--- config.mk ---
export PLATFORM = sky130hd
export DESIGN_NAME = utr_core
export DESIGN_NICKNAME = d
export VERILOG_FILES = /design/src/hw/utr_tick.v /design/src/hw/utr_core.v
export VERILOG_INCLUDE_DIRS = /design/src /design/src/hw
export SDC_FILE = /design/constraint.sdc
export NUM_CORES = 1
export LEC_CHECK = 0
export BUFFER_PORTS_ARGS = -buffer_cell sky130_fd_sc_hd__buf_2
export CAP_MARGIN = 10
export CORE_ASPECT_RATIO = 1.1
export CORE_MARGIN = 8
export CORE_UTILIZATION = 50
export DETAILED_ROUTE_END_ITERATION = 7
export PLACE_DENSITY = 0.73
export SLEW_MARGIN = 20
export SYNTH_ARGS = -nofsm -noshare
export SYNTH_HDL_FRONTEND = slang
export SYNTH_SLANG_ARGS = --single-unit
--- constraint.sdc ---
create_clock -name pclk -period 2.4 [get_ports pclk]
set_input_delay 0.6 -clock pclk [delete_from_list [all_inputs] [get_ports pclk]]
set_output_delay 0.6 -clock pclk [all_outputs]
set_load 0.01 [all_outputs]
--- src/hw/utr_consts.vh ---
// Constants of the serial transmitter and receiver core: register offsets,
// field positions, reset values and bit timing counts.
// Assumes inclusion by bare name from the core and test files.
`ifndef UTR_CONSTS_VH
`define UTR_CONSTS_VH

// ----------------------------------------------------------------------------
// Register offsets
// ----------------------------------------------------------------------------
`define UTR_STATUS_OFF     8'h00
`define UTR_CTRL1_OFF      8'h04
`define UTR_CTRL2_OFF      8'h08
`define UTR_BAUD_OFF       8'h0c
`define UTR_DATA_OFF       8'h10

// ----------------------------------------------------------------------------
// Field positions
// ----------------------------------------------------------------------------
`define UTR_S_PARITY_ERROR_FLAG         0
`define UTR_S_NOISE        1
`define UTR_S_FRAME_ERROR_FLAG         2
`define UTR_S_OVR          3
`define UTR_S_AVAIL        4
`define UTR_S_QUIET        5
`define UTR_S_TDONE        6
`define UTR_S_TEMPTY       7
`define UTR_C1_TX9         0
`define UTR_C1_RX9         1
`define UTR_C1_STOP2       2
`define UTR_C1_ODD         3
`define UTR_C1_PAREN       4
`define UTR_C1_NINE        5
`define UTR_C2_RECEIVE_ENABLE        0
`define UTR_C2_TRANSMIT_ENABLE        1
`define UTR_C2_BRK         2
`define UTR_C2_RIE         3
`define UTR_C2_TX_EMPTY_IRQ_ENABLE        4

// ----------------------------------------------------------------------------
// Reset values
// ----------------------------------------------------------------------------
`define UTR_CTRL1_RST      6'h00
`define UTR_CTRL2_RST      5'h00
`define UTR_BAUD_RST       8'h00

// ----------------------------------------------------------------------------
// Bit timing in oversample ticks and bit counts
// ----------------------------------------------------------------------------
`define UTR_SUB_LAST       4'hf
`define UTR_SAMPLE_FIRST   4'h7
`define UTR_SAMPLE_LAST    4'h9
`define UTR_BREAK_LAST     4'hc
`define UTR_DATA_LAST8     4'h7
`define UTR_DATA_LAST9     4'h8

`endif

--- src/hw/utr_tick.v ---
// Oversample tick divider: one pulse every divisor plus one clocks.
// Assumes divisor is held steady while run is high.
`timescale 1ns/100ps

module utr_tick #(
	parameter WIDTH = 8
) (
	input  wire             pclk,
	input  wire             presetn,
	input  wire             run,
	input  wire [WIDTH-1:0] divisor,
	output reg              tick
);

	reg [WIDTH-1:0] count;

	always @(posedge pclk or negedge presetn)
	begin
		if (!presetn)
		begin
			count <= {WIDTH{1'b0}};
			tick  <= 1'b0;
		end
		else if (!run)
		begin
			count <= {WIDTH{1'b0}};
			tick  <= 1'b0;
		end
		else if (count == {WIDTH{1'b0}})
		begin
			count <= divisor;
			tick  <= 1'b1;
		end
		else
		begin
			count <= count - {{(WIDTH-1){1'b0}}, 1'b1};
			tick  <= 1'b0;
		end
	end

endmodule // utr_tick

--- src/hw/utr_core.v ---
// Serial transmitter and receiver core with an APB register slave.
// Assumes pclk at 25 MHz and rxd already synchronous to pclk.
`timescale 1ns/100ps
`include "utr_consts.vh"

// Operation
// - Transmit frames least significant bit first.
// - Ninth transmit bit comes from control bit.
// - Data writes blocked while transmit-empty clear.
// - Status access then data write clears flags.
// - Transmit-empty set by hardware, requests interrupt.
// - Write during frame waits in buffer.
// - Idle write loads shifter, keeps empty set.
// - Transmit-done set at end of frame.
// - Break is start plus 13N zeros.
// - Break repeats until cleared, then stop_count_select.
// - Receive LSB first, ninth bit kept.
// - Receive recovery runs sixteen times bit rate.
// - Each bit is three-sample majority.
// - After stop sample, word enters buffer.
// - Two words buffered, third overruns.
// - Receive enable starts the start-bit hunt.
// - Avail flag, interrupt on word or overrun.
// - Status access then reading last word clears avail.
// - Break gives frame error, zeros, idle.
// - After bad stop, wait for high.
// - Quiet flag low from start to stop.
// - Transmit one or two stop_count_select, check one.
// - Parity even, odd or off, shared format.
// - Idle transmit line is driven high.
module utr_core #(
	parameter BAUD_W = 8
) (
	input  wire        pclk,
	input  wire        presetn,
	input  wire        psel,
	input  wire        penable,
	input  wire        pwrite,
	input  wire [7:0]  paddr,
	input  wire [31:0] pwdata,
	output reg  [31:0] prdata,
	output reg         pready,
	output reg         pslverr,
	input  wire        rxd,
	output reg         txd,
	output reg         tx_irq,
	output reg         rx_irq
);

	localparam T_IDLE  = 3'h0;
	localparam T_START = 3'h1;
	localparam T_DATA  = 3'h2;
	localparam T_PAR   = 3'h3;
	localparam T_BRK   = 3'h4;
	localparam T_STOP  = 3'h5;
	localparam R_HUNT  = 3'h0;
	localparam R_START = 3'h1;
	localparam R_DATA  = 3'h2;
	localparam R_PAR   = 3'h3;
	localparam R_STOP  = 3'h4;
	localparam R_WAIT  = 3'h5;

	// ------------------------------------------------------------------------
	// Registers and state
	// ------------------------------------------------------------------------
	reg [5:0]        control_reg_one;
	reg [4:0]        control_reg_two;
	reg [BAUD_W-1:0] baud_divisor;
	reg              status_seen;
	reg [2:0]        tx_state;
	reg [3:0]        tx_sub;
	reg [3:0]        tx_cnt;
	reg [8:0]        tx_shift_reg;
	reg [8:0]        tx_buf;
	reg              tx_full;
	reg              tx_par;
	reg              tx_brk;
	reg              tx_empty_flag;
	reg              tx_done_flag;
	reg [2:0]        rx_state;
	reg [3:0]        rx_sub;
	reg [3:0]        rx_cnt;
	reg [8:0]        rx_shift_reg;
	reg [2:0]        rx_samp;
	reg              rx_par;
	reg              rx_noisy;
	reg [8:0]        rx_mem0;
	reg [8:0]        rx_mem1;
	reg [1:0]        rx_count;
	reg              rx_avail_flag;
	reg              overrun_flag;
	reg              frame_error_flag;
	reg              parity_error_flag;
	reg              noise_flag;
	reg              rx_quiet_flag;
	reg              next_rx_push;
	reg              next_rx_frame_error_flag;
	reg              next_rx_parity_error_flag;

	wire tx_ninth_bit      = control_reg_one[`UTR_C1_TX9];
	wire stop_count_select = control_reg_one[`UTR_C1_STOP2];
	wire parity_odd_select = control_reg_one[`UTR_C1_ODD];
	wire parity_enable     = control_reg_one[`UTR_C1_PAREN];
	wire nine_bit_select   = control_reg_one[`UTR_C1_NINE];
	wire receive_enable    = control_reg_two[`UTR_C2_RECEIVE_ENABLE];
	wire transmit_enable   = control_reg_two[`UTR_C2_TRANSMIT_ENABLE];
	wire send_break        = control_reg_two[`UTR_C2_BRK];
	wire rx_irq_enable     = control_reg_two[`UTR_C2_RIE];
	wire tx_irq_enable     = control_reg_two[`UTR_C2_TX_EMPTY_IRQ_ENABLE];
	wire rx_ninth_bit      = rx_mem0[8];
	wire tick;

	// ------------------------------------------------------------------------
	// APB access decode
	// ------------------------------------------------------------------------
	wire setup    = psel & ~penable;
	wire access   = psel & penable & pready;
	wire hit_stat = (paddr == `UTR_STATUS_OFF);
	wire hit_data = (paddr == `UTR_DATA_OFF);
	wire data_wr  = access & pwrite & hit_data & tx_empty_flag;
	wire data_rd  = access & ~pwrite & hit_data;
	wire [3:0] data_last = nine_bit_select ? `UTR_DATA_LAST9 : `UTR_DATA_LAST8;
	wire [8:0] wr_word = {nine_bit_select & tx_ninth_bit, pwdata[7:0]};
	wire wr_par = ^wr_word ^ parity_odd_select;
	wire buf_par = ^tx_buf ^ parity_odd_select;
	wire [7:0] status_word = {tx_empty_flag, tx_done_flag, rx_quiet_flag, rx_avail_flag,
		overrun_flag, frame_error_flag, noise_flag, parity_error_flag};
	reg [31:0] next_rdata;
	reg        next_err;

	always @*
	begin
		next_rdata = 32'h0000_0000;
		next_err   = 1'b0;
		if (hit_stat)
			next_rdata[7:0] = status_word;
		else if (paddr == `UTR_CTRL1_OFF)
			next_rdata[5:0] = {control_reg_one[5:2], rx_ninth_bit, control_reg_one[0]};
		else if (paddr == `UTR_CTRL2_OFF)
			next_rdata[4:0] = control_reg_two;
		else if (paddr == `UTR_BAUD_OFF)
			next_rdata[BAUD_W-1:0] = baud_divisor;
		else if (hit_data)
		begin
			next_rdata[7:0] = rx_mem0[7:0];
			next_err        = pwrite & ~tx_empty_flag;
		end
		else
			next_err = 1'b1;
	end

	always @(posedge pclk or negedge presetn)
	begin
		if (!presetn)
		begin
			prdata          <= 32'h0000_0000;
			pready          <= 1'b0;
			pslverr         <= 1'b0;
			control_reg_one <= `UTR_CTRL1_RST;
			control_reg_two <= `UTR_CTRL2_RST;
			baud_divisor    <= `UTR_BAUD_RST;
			status_seen     <= 1'b0;
		end
		else
		begin
			pready  <= setup;
			prdata  <= setup ? next_rdata : 32'h0000_0000;
			pslverr <= setup & next_err;
			if (access & pwrite)
			begin
				if (paddr == `UTR_CTRL1_OFF)
					control_reg_one <= {pwdata[5:2], 1'b0, pwdata[0]};
				else if (paddr == `UTR_CTRL2_OFF)
					control_reg_two <= pwdata[4:0];
				else if (paddr == `UTR_BAUD_OFF)
					baud_divisor <= pwdata[BAUD_W-1:0];
			end
			if (access & hit_stat)
				status_seen <= 1'b1;
			else if (access & hit_data)
				status_seen <= 1'b0;
		end
	end

	// ------------------------------------------------------------------------
	// Oversample clock, sixteen ticks per bit
	// ------------------------------------------------------------------------
	utr_tick #(
		.WIDTH   (BAUD_W)
	) u_tick (
		.pclk    (pclk),
		.presetn (presetn),
		.run     (transmit_enable | receive_enable),
		.divisor (baud_divisor),
		.tick    (tick)
	);

	// ------------------------------------------------------------------------
	// Transmitter
	// ------------------------------------------------------------------------
	wire tx_bit_end   = tick & (tx_sub == `UTR_SUB_LAST);
	wire tx_frame_end = (tx_state == T_STOP) & tx_bit_end & (tx_cnt[0] == stop_count_select);
	wire tx_free      = (tx_state == T_IDLE) | tx_frame_end;
	wire tx_direct    = data_wr & tx_free & ~tx_full & ~send_break;

	always @(posedge pclk or negedge presetn)
	begin
		if (!presetn)
		begin
			tx_state      <= T_IDLE;
			tx_sub        <= 4'h0;
			tx_cnt        <= 4'h0;
			tx_shift_reg  <= 9'h000;
			tx_buf        <= 9'h000;
			tx_full       <= 1'b0;
			tx_par        <= 1'b0;
			tx_brk        <= 1'b0;
			tx_empty_flag <= 1'b1;
			tx_done_flag  <= 1'b1;
			txd           <= 1'b1;
			tx_irq        <= 1'b0;
		end
		else if (!transmit_enable)
		begin
			tx_state      <= T_IDLE;
			tx_sub        <= 4'h0;
			tx_full       <= 1'b0;
			tx_brk        <= 1'b0;
			tx_empty_flag <= 1'b1;
			tx_done_flag  <= 1'b1;
			txd           <= 1'b1;
			tx_irq        <= 1'b0;
		end
		else
		begin
			tx_irq <= tx_irq_enable & tx_empty_flag & ~tx_brk & ~send_break;
			if (tick)
				tx_sub <= tx_sub + 4'h1;
			if (data_wr & status_seen)
			begin
				tx_empty_flag <= 1'b0;
				tx_done_flag  <= 1'b0;
			end
			if (data_wr & ~tx_direct)
			begin
				tx_buf        <= wr_word;
				tx_full       <= 1'b1;
				tx_empty_flag <= 1'b0;
			end
			if (tx_frame_end)
				tx_done_flag <= 1'b1;
			if (tx_free)
			begin
				tx_sub <= 4'h0;
				tx_cnt <= 4'h0;
				if (send_break)
				begin
					tx_state <= T_START;
					tx_brk   <= 1'b1;
					txd      <= 1'b0;
				end
				else if (tx_full)
				begin
					tx_state      <= T_START;
					tx_shift_reg  <= tx_buf;
					tx_par        <= buf_par;
					tx_full       <= 1'b0;
					tx_brk        <= 1'b0;
					tx_empty_flag <= 1'b1;
					txd           <= 1'b0;
				end
				else if (tx_direct)
				begin
					tx_state      <= T_START;
					tx_shift_reg  <= wr_word;
					tx_par        <= wr_par;
					tx_brk        <= 1'b0;
					tx_empty_flag <= 1'b1;
					txd           <= 1'b0;
				end
				else
				begin
					tx_state <= T_IDLE;
					tx_brk   <= 1'b0;
					txd      <= 1'b1;
				end
			end
			else if (tx_bit_end)
			begin
				case (tx_state)
					T_START:
					begin
						tx_cnt <= 4'h0;
						if (tx_brk)
						begin
							tx_state <= T_BRK;
							txd      <= 1'b0;
						end
						else
						begin
							tx_state     <= T_DATA;
							txd          <= tx_shift_reg[0];
							tx_shift_reg <= {1'b0, tx_shift_reg[8:1]};
						end
					end
					T_DATA:
					begin
						if (tx_cnt == data_last)
						begin
							tx_cnt <= 4'h0;
							if (parity_enable)
							begin
								tx_state <= T_PAR;
								txd      <= tx_par;
							end
							else
							begin
								tx_state <= T_STOP;
								txd      <= 1'b1;
							end
						end
						else
						begin
							tx_cnt       <= tx_cnt + 4'h1;
							txd          <= tx_shift_reg[0];
							tx_shift_reg <= {1'b0, tx_shift_reg[8:1]};
						end
					end
					T_PAR:
					begin
						tx_state <= T_STOP;
						txd      <= 1'b1;
					end
					T_BRK:
					begin
						if (tx_cnt != `UTR_BREAK_LAST)
							tx_cnt <= tx_cnt + 4'h1;
						else if (send_break)
							tx_cnt <= 4'h0;
						else
						begin
							tx_state <= T_STOP;
							tx_cnt   <= 4'h0;
							txd      <= 1'b1;
						end
					end
					T_STOP:
						tx_cnt <= tx_cnt + 4'h1;
					default:
						tx_state <= T_IDLE;
				endcase
			end
		end
	end

	// ------------------------------------------------------------------------
	// Receiver
	// ------------------------------------------------------------------------
	wire rx_bit_end = tick & (rx_sub == `UTR_SUB_LAST);
	wire rx_maj = (rx_samp[0] & rx_samp[1]) | (rx_samp[0] & rx_samp[2]) |
		(rx_samp[1] & rx_samp[2]);
	wire rx_noise_bit = (rx_samp != 3'h0) & (rx_samp != 3'h7);
	wire [8:0] rx_word = nine_bit_select ? rx_shift_reg : {1'b0, rx_shift_reg[8:1]};
	wire rx_pop = data_rd & (rx_count != 2'h0);

	always @*
	begin
		next_rx_push = (rx_state == R_STOP) & rx_bit_end;
		next_rx_frame_error_flag = ~rx_maj;
		next_rx_parity_error_flag = parity_enable & (rx_par != parity_odd_select);
	end

	always @(posedge pclk or negedge presetn)
	begin
		if (!presetn)
		begin
			rx_state          <= R_HUNT;
			rx_sub            <= 4'h0;
			rx_cnt            <= 4'h0;
			rx_shift_reg      <= 9'h000;
			rx_samp           <= 3'h7;
			rx_par            <= 1'b0;
			rx_noisy          <= 1'b0;
			rx_mem0           <= 9'h000;
			rx_mem1           <= 9'h000;
			rx_count          <= 2'h0;
			rx_avail_flag     <= 1'b0;
			overrun_flag      <= 1'b0;
			frame_error_flag  <= 1'b0;
			parity_error_flag <= 1'b0;
			noise_flag        <= 1'b0;
			rx_quiet_flag     <= 1'b1;
			rx_irq            <= 1'b0;
		end
		else
		begin
			rx_irq <= rx_irq_enable & next_rx_push;
			if (tick)
				rx_sub <= rx_sub + 4'h1;
			if (tick & (rx_sub >= `UTR_SAMPLE_FIRST) & (rx_sub <= `UTR_SAMPLE_LAST))
				rx_samp <= {rx_samp[1:0], rxd};
			if (rx_pop)
			begin
				rx_mem0 <= rx_mem1;
				if (status_seen)
				begin
					overrun_flag <= 1'b0;
					noise_flag   <= 1'b0;
					if (rx_count == 2'h1)
						rx_avail_flag <= 1'b0;
				end
			end
			if (next_rx_push)
			begin
				frame_error_flag  <= next_rx_frame_error_flag;
				parity_error_flag <= next_rx_parity_error_flag;
				noise_flag        <= rx_noisy | rx_noise_bit;
				rx_avail_flag     <= 1'b1;
				if (rx_count == 2'h2 && !rx_pop)
					overrun_flag <= 1'b1;
				else if (rx_count == 2'h0 || (rx_count == 2'h1 && rx_pop))
					rx_mem0 <= rx_word;
				else
					rx_mem1 <= rx_word;
				if (rx_count != 2'h2 && !rx_pop)
					rx_count <= rx_count + 2'h1;
			end
			else if (rx_pop)
				rx_count <= rx_count - 2'h1;
			if (!receive_enable)
			begin
				rx_state      <= R_HUNT;
				rx_quiet_flag <= 1'b1;
			end
			else
			begin
				case (rx_state)
					R_HUNT:
					begin
						if (tick & ~rxd)
						begin
							rx_state      <= R_START;
							rx_sub        <= 4'h0;
							rx_quiet_flag <= 1'b0;
						end
					end
					R_START:
					begin
						if (rx_bit_end)
						begin
							rx_cnt   <= 4'h0;
							rx_par   <= 1'b0;
							rx_noisy <= rx_noise_bit;
							if (rx_maj)
							begin
								rx_state      <= R_HUNT;
								rx_quiet_flag <= 1'b1;
							end
							else
								rx_state <= R_DATA;
						end
					end
					R_DATA:
					begin
						if (rx_bit_end)
						begin
							rx_shift_reg <= {rx_maj, rx_shift_reg[8:1]};
							rx_par       <= rx_par ^ rx_maj;
							rx_noisy     <= rx_noisy | rx_noise_bit;
							rx_cnt       <= rx_cnt + 4'h1;
							if (rx_cnt == data_last)
								rx_state <= parity_enable ? R_PAR : R_STOP;
						end
					end
					R_PAR:
					begin
						if (rx_bit_end)
						begin
							rx_par   <= rx_par ^ rx_maj;
							rx_noisy <= rx_noisy | rx_noise_bit;
							rx_state <= R_STOP;
						end
					end
					R_STOP:
					begin
						if (rx_bit_end)
						begin
							rx_quiet_flag <= 1'b1;
							rx_state      <= rx_maj ? R_HUNT : R_WAIT;
						end
					end
					R_WAIT:
					begin
						if (tick & rxd)
							rx_state <= R_HUNT;
					end
					default:
						rx_state <= R_HUNT;
				endcase
			end
		end
	end

endmodule // utr_core

==> summary.txt, run 1 <==
Clocking
  – Later-pin clock latency in the skew report: 420 ps
  – CTS buffer count: 17
  – Clock transition at path regs: 50 ps
  – CTS root buf: clkbuf_16
  – CTS Hold Buffers Added: 0
  – Setup bufs post-CTS: 0
  – Num Clock Sinks: 126
  – H-tree levels: 4
  – Clock Path Buffers: 2
  – Post_cts resized: 0
  – TritonCTS clock tree: yes

Status
  – Outcome: finished, final reports clean

Logic synthesis
  – Count leader, synth: dfrtp_1
  – Sequential area share after synthesis: 45.68%
  – Syn Inst Count: 680
  – Most used DFF post-synth: dfrtp_1
  – Number of synthesized flops with an enable pin: 0
  – Synth top area share: 43.02%
  – Post-synthesis xor/xnor area fraction: 4.320%
  – Mux contribution to synthesized area: 16.03%
  – Simple-gate share of the synthesized area: 12.73%
  – Largest family of logic cells by synthesized area: multiplexers
  – Area leader, netlist: dfrtp_1
  – Compound-cell area share of the yosys netlist: 12.76%
  – Async SR Flop Fraction: 100.0%
  – Synth top area cells: dfrtp_1, mux2i_1, mux2_2
  – Synth warnings: 0
  – Post-Synth Adder-Cell Area: 2.169%
  – Synth Register Bits: 126
  – Synth cell types: 61
  – Synthesized area: 0.006922 mm^2
  – Mean Syn Cell Area: 10.18 um^2
  – Synth top cells by count: dfrtp_1, nor2_1, mux2i_1

Critical path
  – Setup crit start kind: flop
  – Arrival time of the worst setup path: 2640 ps
  – Critical Path Sink Type: flop
  – Worst Path Required: 2700 ps
  – Worst path slowest cell: or4_4
  – Critical Path Max Stage Delay: 520 ps
  – Crit Path Max Fanout: 9
  – Crit Path Class: reg -> reg
  – Worst-path cell chain: ha_1 -> nand4_1 -> or4_4 -> a211o_1 -> nor2b_2 -> o21bai_1 -> buf_12 -> mux2_4

STA
  – Final Hold Fails: 0
  – Min Clock Period, post-route: 2341 ps
  – Setup violations, final: 0
  – Worst Skew: 6.133 ps
  – Slew @ Worst Pin: 670.7 ps
  – Highest clock rate: 0.4272 GHz
  – RSZ-0062 raised after global routing: yes
  – Worst slew margin: 54.87%
  – Final Cycle Share: 97.55%
  – Max-slew violation count: 0

Floorplan
  – Starting Density: 50.59%
  – Die area: 0.01787 mm^2
  – Site Rows: 45
  – Die H: 139.4 um
  – Core Area: 0.01368 mm^2
  – Die Span X: 128.2 um
  – Ports: 83

GRT
  – GR Util met1: 21.44%
  – All-Layer GR Usage: 17.94%
  – Vias in the first global route: 5320
  – Global-route wire length before repair: 25.94 mm
  – Total grt overflow: 0
  – Met2 global-route usage: 30.47%
  – Met3 usage: 4.433%
  – Initial antenna violation count: 0
  – Largest net degree at the start of global routing: 98
  – Busiest grt layer: met2

Routing
  – Pre-Repair DR Iteration Count: 7
  – # DRC: 0
  – Via count: 5183
  – Initial detailed-routing violation count: 444
  – DR WL/cell: 16.50 um
  – Drt total wl: 15.47 mm
  – Final ANT Viol Nets: 0
  – Vias per cell: 5.526

Placed design
  – Port Buffers: 34
  – Hpwl dp: 10.90 mm
  – GPL Wtd Cong: 0.8840
  – Placed insts: 907

Cells and area
  – Final Non-Filler Cells: 938
  – Layout Utilization: 58.77%
  – Fillers: 1151
  – Layout area overhead: 16.16%
  – Fraction of layout cells with a size suffix above 1: 21.73%
  – Ant. Diodes: 0
  – Layout Nets: 797

Job
  – Max-Cap Viols: 0

Power
  – P_leak: 3.692 nW
  – Power density cells: 635.4 mW/mm^2
  – Peak supply drop: 0.0004769 V

Min path
  – HP Class: in -> async
## worst max-delay path: cells and delay by family (launching register included)
| family | cells | cell delay [ps] |
|---|---|---|
| adder cells (fa/ha/maj) | 1 | 180 |
| AO/OA/AOI/OAI | 2 | 450 |
| AND/OR/NAND/NOR | 3 | 780 |
| multiplexers | 1 | 300 |
| buffers and inverters | 1 | 170 |
| flip-flops | 1 | 350 |
## power breakdown
part / leakage, nW / switching [mW] / internal, mW
combinational: 1.79 / 0.163 / 0.0935
clock: 0.303 / 0.880 / 1.80
sequential: 1.60 / 0.0220 / 2.15
total: 3.69 / 1.07 / 4.04
## path summary, 6_finish.rpt
| path | start | to | slack, ps | depth (start not counted) |
|---|---|---|---|---|
| setup / recovery | tx_sub[0] | tx_shift_reg[3] | 60 | 8 |
| hold reg to reg | rx_avail_flag | rx_avail_flag | 470 | 2 |
| setup reg to reg | tx_sub[0] | tx_shift_reg[3] | 60 | 8 |
| max in group asynchronous | presetn | rx_mem0[7] | 1760 | 2 |
| min in group pclk | rx_avail_flag | rx_avail_flag | 470 | 2 |
| hold / removal | presetn | tx_cnt[1] | 220 | 2 |
## cell usage in the layout, fill, tap and decap left out, types with 5 or more instances in the layout
cell type / instances
nand3_1: 14
o21ai_0: 36
nor2_1: 54
xor2_1: 12
and3_1: 9
o22ai_1: 8
nand2b_1: 9
a211o_1: 6
buf_2: 33
conb_1: 24
mux2i_1: 52
nand2_1: 46
nor3_1: 10
a211oi_1: 12
mux2_2: 31
nor2b_1: 6
clkbuf_16: 17
a21oi_1: 46
ha_1: 12
mux2_4: 16
nor4_1: 5
dfrtp_1: 119
buf_4: 34
o31ai_1: 6
xnor2_1: 17
inv_1: 33
dfstp_2: 7
a31oi_1: 9
## per-layer routing
metal,routed length (um),vias up
li1,-,2457
met5,0,-
met2,7906,118
met1,6779,2581
met4,227,0
met3,560,27
## cell type report
cell class	instances	area, um^2	share of cell area, %
clock buffer	23	478.0	5.945
clock inverter	7	135.1	1.681
inverter	34	127.6	1.587
multi-input combinational	490	3422	42.56
sequential	126	3162	39.32
tap	188	235.2	2.926
timing repair buffer	70	480.5	5.976
## through the flow
stage | hold slack (ps) | setup TNS [ps] | power, mW | area (um^2) | setup slack, ps
2_1_floorplan | 304.4 | 0 | 2.371 | 7008 | 84.13
3_5_place_dp | 460.9 | -1763 | 2.463 | 7420 | -127.2
5_1_grt | 248.0 | -1.426 | 5.277 | 8040 | -1.426
3_3_place_gp | 455.5 | -1252 | 2.453 | 7420 | -87.53
4_1_cts | 232.0 | 0 | 5.153 | 8033 | 18.04
6_report | 222.1 | 0 | 5.109 | 8040 | 58.91
## cells by family after synthesis
family | after synthesis
other | 1
XOR/XNOR | 31
multiplexers | 99
buffers and inverters | 87
adder cells (fa/ha/maj) | 12
flip-flops | 126
AND/OR/NAND/NOR | 179
AO/OA/AOI/OAI | 145
Note: power is estimated with default switching activity, not from simulation.
==> inputs of run 2 (changes only) <==
Settings changed: CELL_PAD_IN_SITES_DETAIL_PLACEMENT from default to 2, CELL_PAD_IN_SITES_GLOBAL_PLACEMENT from default to 2, CORE_UTILIZATION 50 to 34, CTS_BUF_LIST from default to sky130_fd_sc_hd__clkbuf_4 sky130_fd_sc_hd__clkbuf_8 sky130_fd_sc_hd__clkbuf_16, PLACE_DENSITY 0.73 to 0.76.
==> summary.txt, run 2 (synthesis results as in run 1) <==
Floorplan
  – Die area: 0.02518 mm^2 (was 0.01787 mm^2)
  – Ports: 83 (unchanged)
  – Starting Density: 34.73% (was 50.59%)
  – Die Span X: 152.0 um (was 128.2 um)
  – Die H: 165.6 um (was 139.4 um)
  – Site Rows: 54 (was 45)
  – Core Area: 0.01993 mm^2 (was 0.01368 mm^2)

Critical path
  – Worst Path Required: 2700 ps (about the same)
  – Worst reg2reg path depth: 8 (unchanged)
  – Critical Path Max Stage Delay: 530 ps (was 520 ps)
  – R2r startpoint: tx_sub[0] (unchanged)
  – Cell family with the largest share of critical-path delay: simple AND/OR/NAND/NOR gates (unchanged)
  – Worst path slowest cell: or4_4 (unchanged)
  – Flop2flop setup slack: -40 ps (was 60 ps)
  – Critical Path Sink Type: flop (unchanged)
  – Crit Path Max Fanout: 9 (unchanged)
  – Crit Path Class: reg -> reg (unchanged)
  – CP Buf/Inv Count: 1 (unchanged)
  – FF-to-FF End: tx_shift_reg[0] (was tx_shift_reg[3])
  – Arrival time of the worst setup path: 2750 ps (was 2640 ps)
  – Worst-path cell chain: ha_2 -> nand4_1 -> or4_4 -> a211o_4 -> nor2b_4 -> o21bai_2 -> buf_12 -> mux2_4 (was ha_1 -> nand4_1 -> or4_4 -> a211o_1 -> nor2b_2 -> o21bai_1 -> buf_12 -> mux2_4)
  – Setup crit start kind: flop (unchanged)

Cells and area
  – Area of the multi-input gates: 0.003453 mm^2 (was 0.003422 mm^2)
  – Layout Nets: 809 (was 797)
  – Layout area overhead: 18.93% (was 16.16%)
  – Fin area: 0.008232 mm^2 (was 0.008040 mm^2)
  – Fraction of layout cells with a size suffix above 1: 24.12% (was 21.73%)
  – Layout Utilization: 41.30% (was 58.77%)
  – Most frequent cells in the layout: dfrtp_1, nor2_1, mux2i_1, nand2_1 (was dfrtp_1, nor2_1, mux2i_1, nand2_1, a21oi_1)
  – Ant. Diodes: 0 (unchanged)
  – FF+latch area: 0.003162 mm^2 (unchanged)
  – Fillers: 2115 (was 1151)
  – Final Non-Filler Cells: 1015 (was 938)
  – Commonest non-fill, non-tap cell in the layout: dfrtp_1 (unchanged)

Placed design
  – Dpl ws: -303.7 ps (was -127.2 ps)
  – GPL Wtd Cong: 0.8105 (was 0.8840)
  – Placed insts: 979 (was 907)
  – Hpwl dp: 14.97 mm (was 10.90 mm)
  – Port Buffers: 34 (unchanged)
  – DP Area: 0.007572 mm^2 (was 0.007420 mm^2)

STA
  – RSZ-0062 raised after global routing: yes (unchanged)
  – Min Clock Period, post-route: 2444 ps (was 2341 ps)
  – Highest clock rate: 0.4092 GHz (was 0.4272 GHz)
  – Setup TNS: -544.0 ps (was 0 ps)
  – Worst Skew: 7.019 ps (was 6.133 ps)
  – Worst slew margin: 51.27% (was 54.87%)
  – Slew @ Worst Pin: 724.3 ps (was 670.7 ps)
  – Max-slew violation count: 0 (unchanged)
  – Final Cycle Share: 101.8% (was 97.55%)
  – PnR worst setup slack: -43.86 ps (was 58.91 ps)
  – Setup violations, final: 16 (was 0)
  – Final Hold Fails: 0 (unchanged)

Power
  – Power density cells: 616.6 mW/mm^2 (was 635.4 mW/mm^2)
  – P_leak: 3.739 nW (was 3.692 nW)
  – Peak supply drop: 0.0004382 V (was 0.0004769 V)

Routing
  – DR WL/cell: 21.55 um (was 16.50 um)
  – Pre-Repair DR Iteration Count: 4 (was 7)
  – Vias per cell: 5.371 (was 5.526)
  – Final ANT Viol Nets: 0 (unchanged)
  – Via count: 5452 (was 5183)
  – Initial detailed-routing violation count: 218 (was 444)
  – # DRC: 0 (unchanged)
  – Drt total wl: 21.88 mm (was 15.47 mm)

GRT
  – Largest net degree at the start of global routing: 38 (was 98)
  – Initial antenna violation count: 0 (unchanged)
  – All-Layer GR Usage: 17.80% (was 17.94%)
  – Total grt overflow: 0 (unchanged)
  – Global-route wire length before repair: 35.52 mm (was 25.94 mm)
  – Vias in the first global route: 6368 (was 5320)

Clocking
  – Clock transition at path regs: 60 ps (was 50 ps)
  – Clock Path Buffers: 2 (unchanged)
  – CTS root buf: clkbuf_16 (unchanged)
  – CTS Hold Buffers Added: 0 (unchanged)
  – CTS buffer count: 17 (unchanged)
  – Num Clock Sinks: 126 (unchanged)
  – Later-pin clock latency in the skew report: 430 ps (was 420 ps)
  – H-tree levels: 4 (unchanged)
  – TritonCTS clock tree: yes (unchanged)

Status
  – Outcome: finished with violations (was finished, final reports clean)
  – Failing checks: setup timing

Job
  – Max-Cap Viols: 0 (unchanged)

Min path
  – HP Class: in -> async (unchanged)
## run 2: changes by cell type in the layout (fill, tap and decap cells not counted), sizes merged
cell / delta
buf: +12
bufinv: -2
clkbuf: -1
clkinv: +1
clkinvlp: +1
inv: +2
## run 2: worst register-to-register path, delay by kind of cell, from the launching register on
kind / cells / cell delay, ps
AO/OA/AOI/OAI: 2 / 500
adder cells (fa/ha/maj): 1 / 200
AND/OR/NAND/NOR: 3 / 810
multiplexers: 1 / 300
flip-flops: 1 / 350
buffers and inverters: 1 / 160
## run 2: worst max path at each step
stage	to	depth (start not counted)	slack [ps]	startpoint
4_1_cts	tx_shift_reg[0]	8	0.1	tx_sub[0]
2_1_floorplan	tx_shift_reg[0]	8	80	tx_sub[0]
5_1_grt	tx_shift_reg[0]	8	-90	tx_sub[0]
3_5_place_dp	tx_shift_reg[0]	9	-300	paddr[1]
6_report	tx_shift_reg[0]	8	-40	tx_sub[0]
3_3_place_gp	rx_mem1[8]	7	-130	paddr[1]
## run 2: final cells by class
type | count | share of cell area [%]
Multi-Input combinational cell | 490 | 41.95
Sequential cell | 126 | 38.41
Inverter | 34 | 1.550
Clock buffer | 22 | 5.852
Timing Repair Buffer | 82 | 7.083
Clock inverter | 9 | 1.322
Tap cell | 252 | 3.830
## run 2: per-layer routing
layer,vias up,GRT usage (%),wire length (um)
met5,-,0,0
met2,78,33.74,11980
li1,2487,-,-
met4,0,8.047,703
met1,2844,18.72,8742
met3,43,3.306,452
## run 2: what timing repair did
action	CTS	global route
pin swaps	1	2
hold endpoints to repair	0	0
setup endpoints to repair	17	41
setup buffers	1	4
resized for setup	5	3
## run 2: per-stage QoR
| step | total power [mW] | hold slack [ps] |
|---|---|---|
| floorplan | 2.371 | 304.4 |
| global placement | 2.467 | 457.2 |
| detailed placement | 2.488 | 470.3 |
| CTS | 5.129 | 165.0 |
| global route | 5.230 | 182.0 |
| finish | 5.075 | 158.6 |
## run 2: power breakdown
group | total (mW) | internal [mW] | switching (mW)
registers | 2.17 | 2.15 | 0.0247
clock network | 2.63 | 1.63 | 0.995
logic | 0.280 | 0.0984 | 0.181
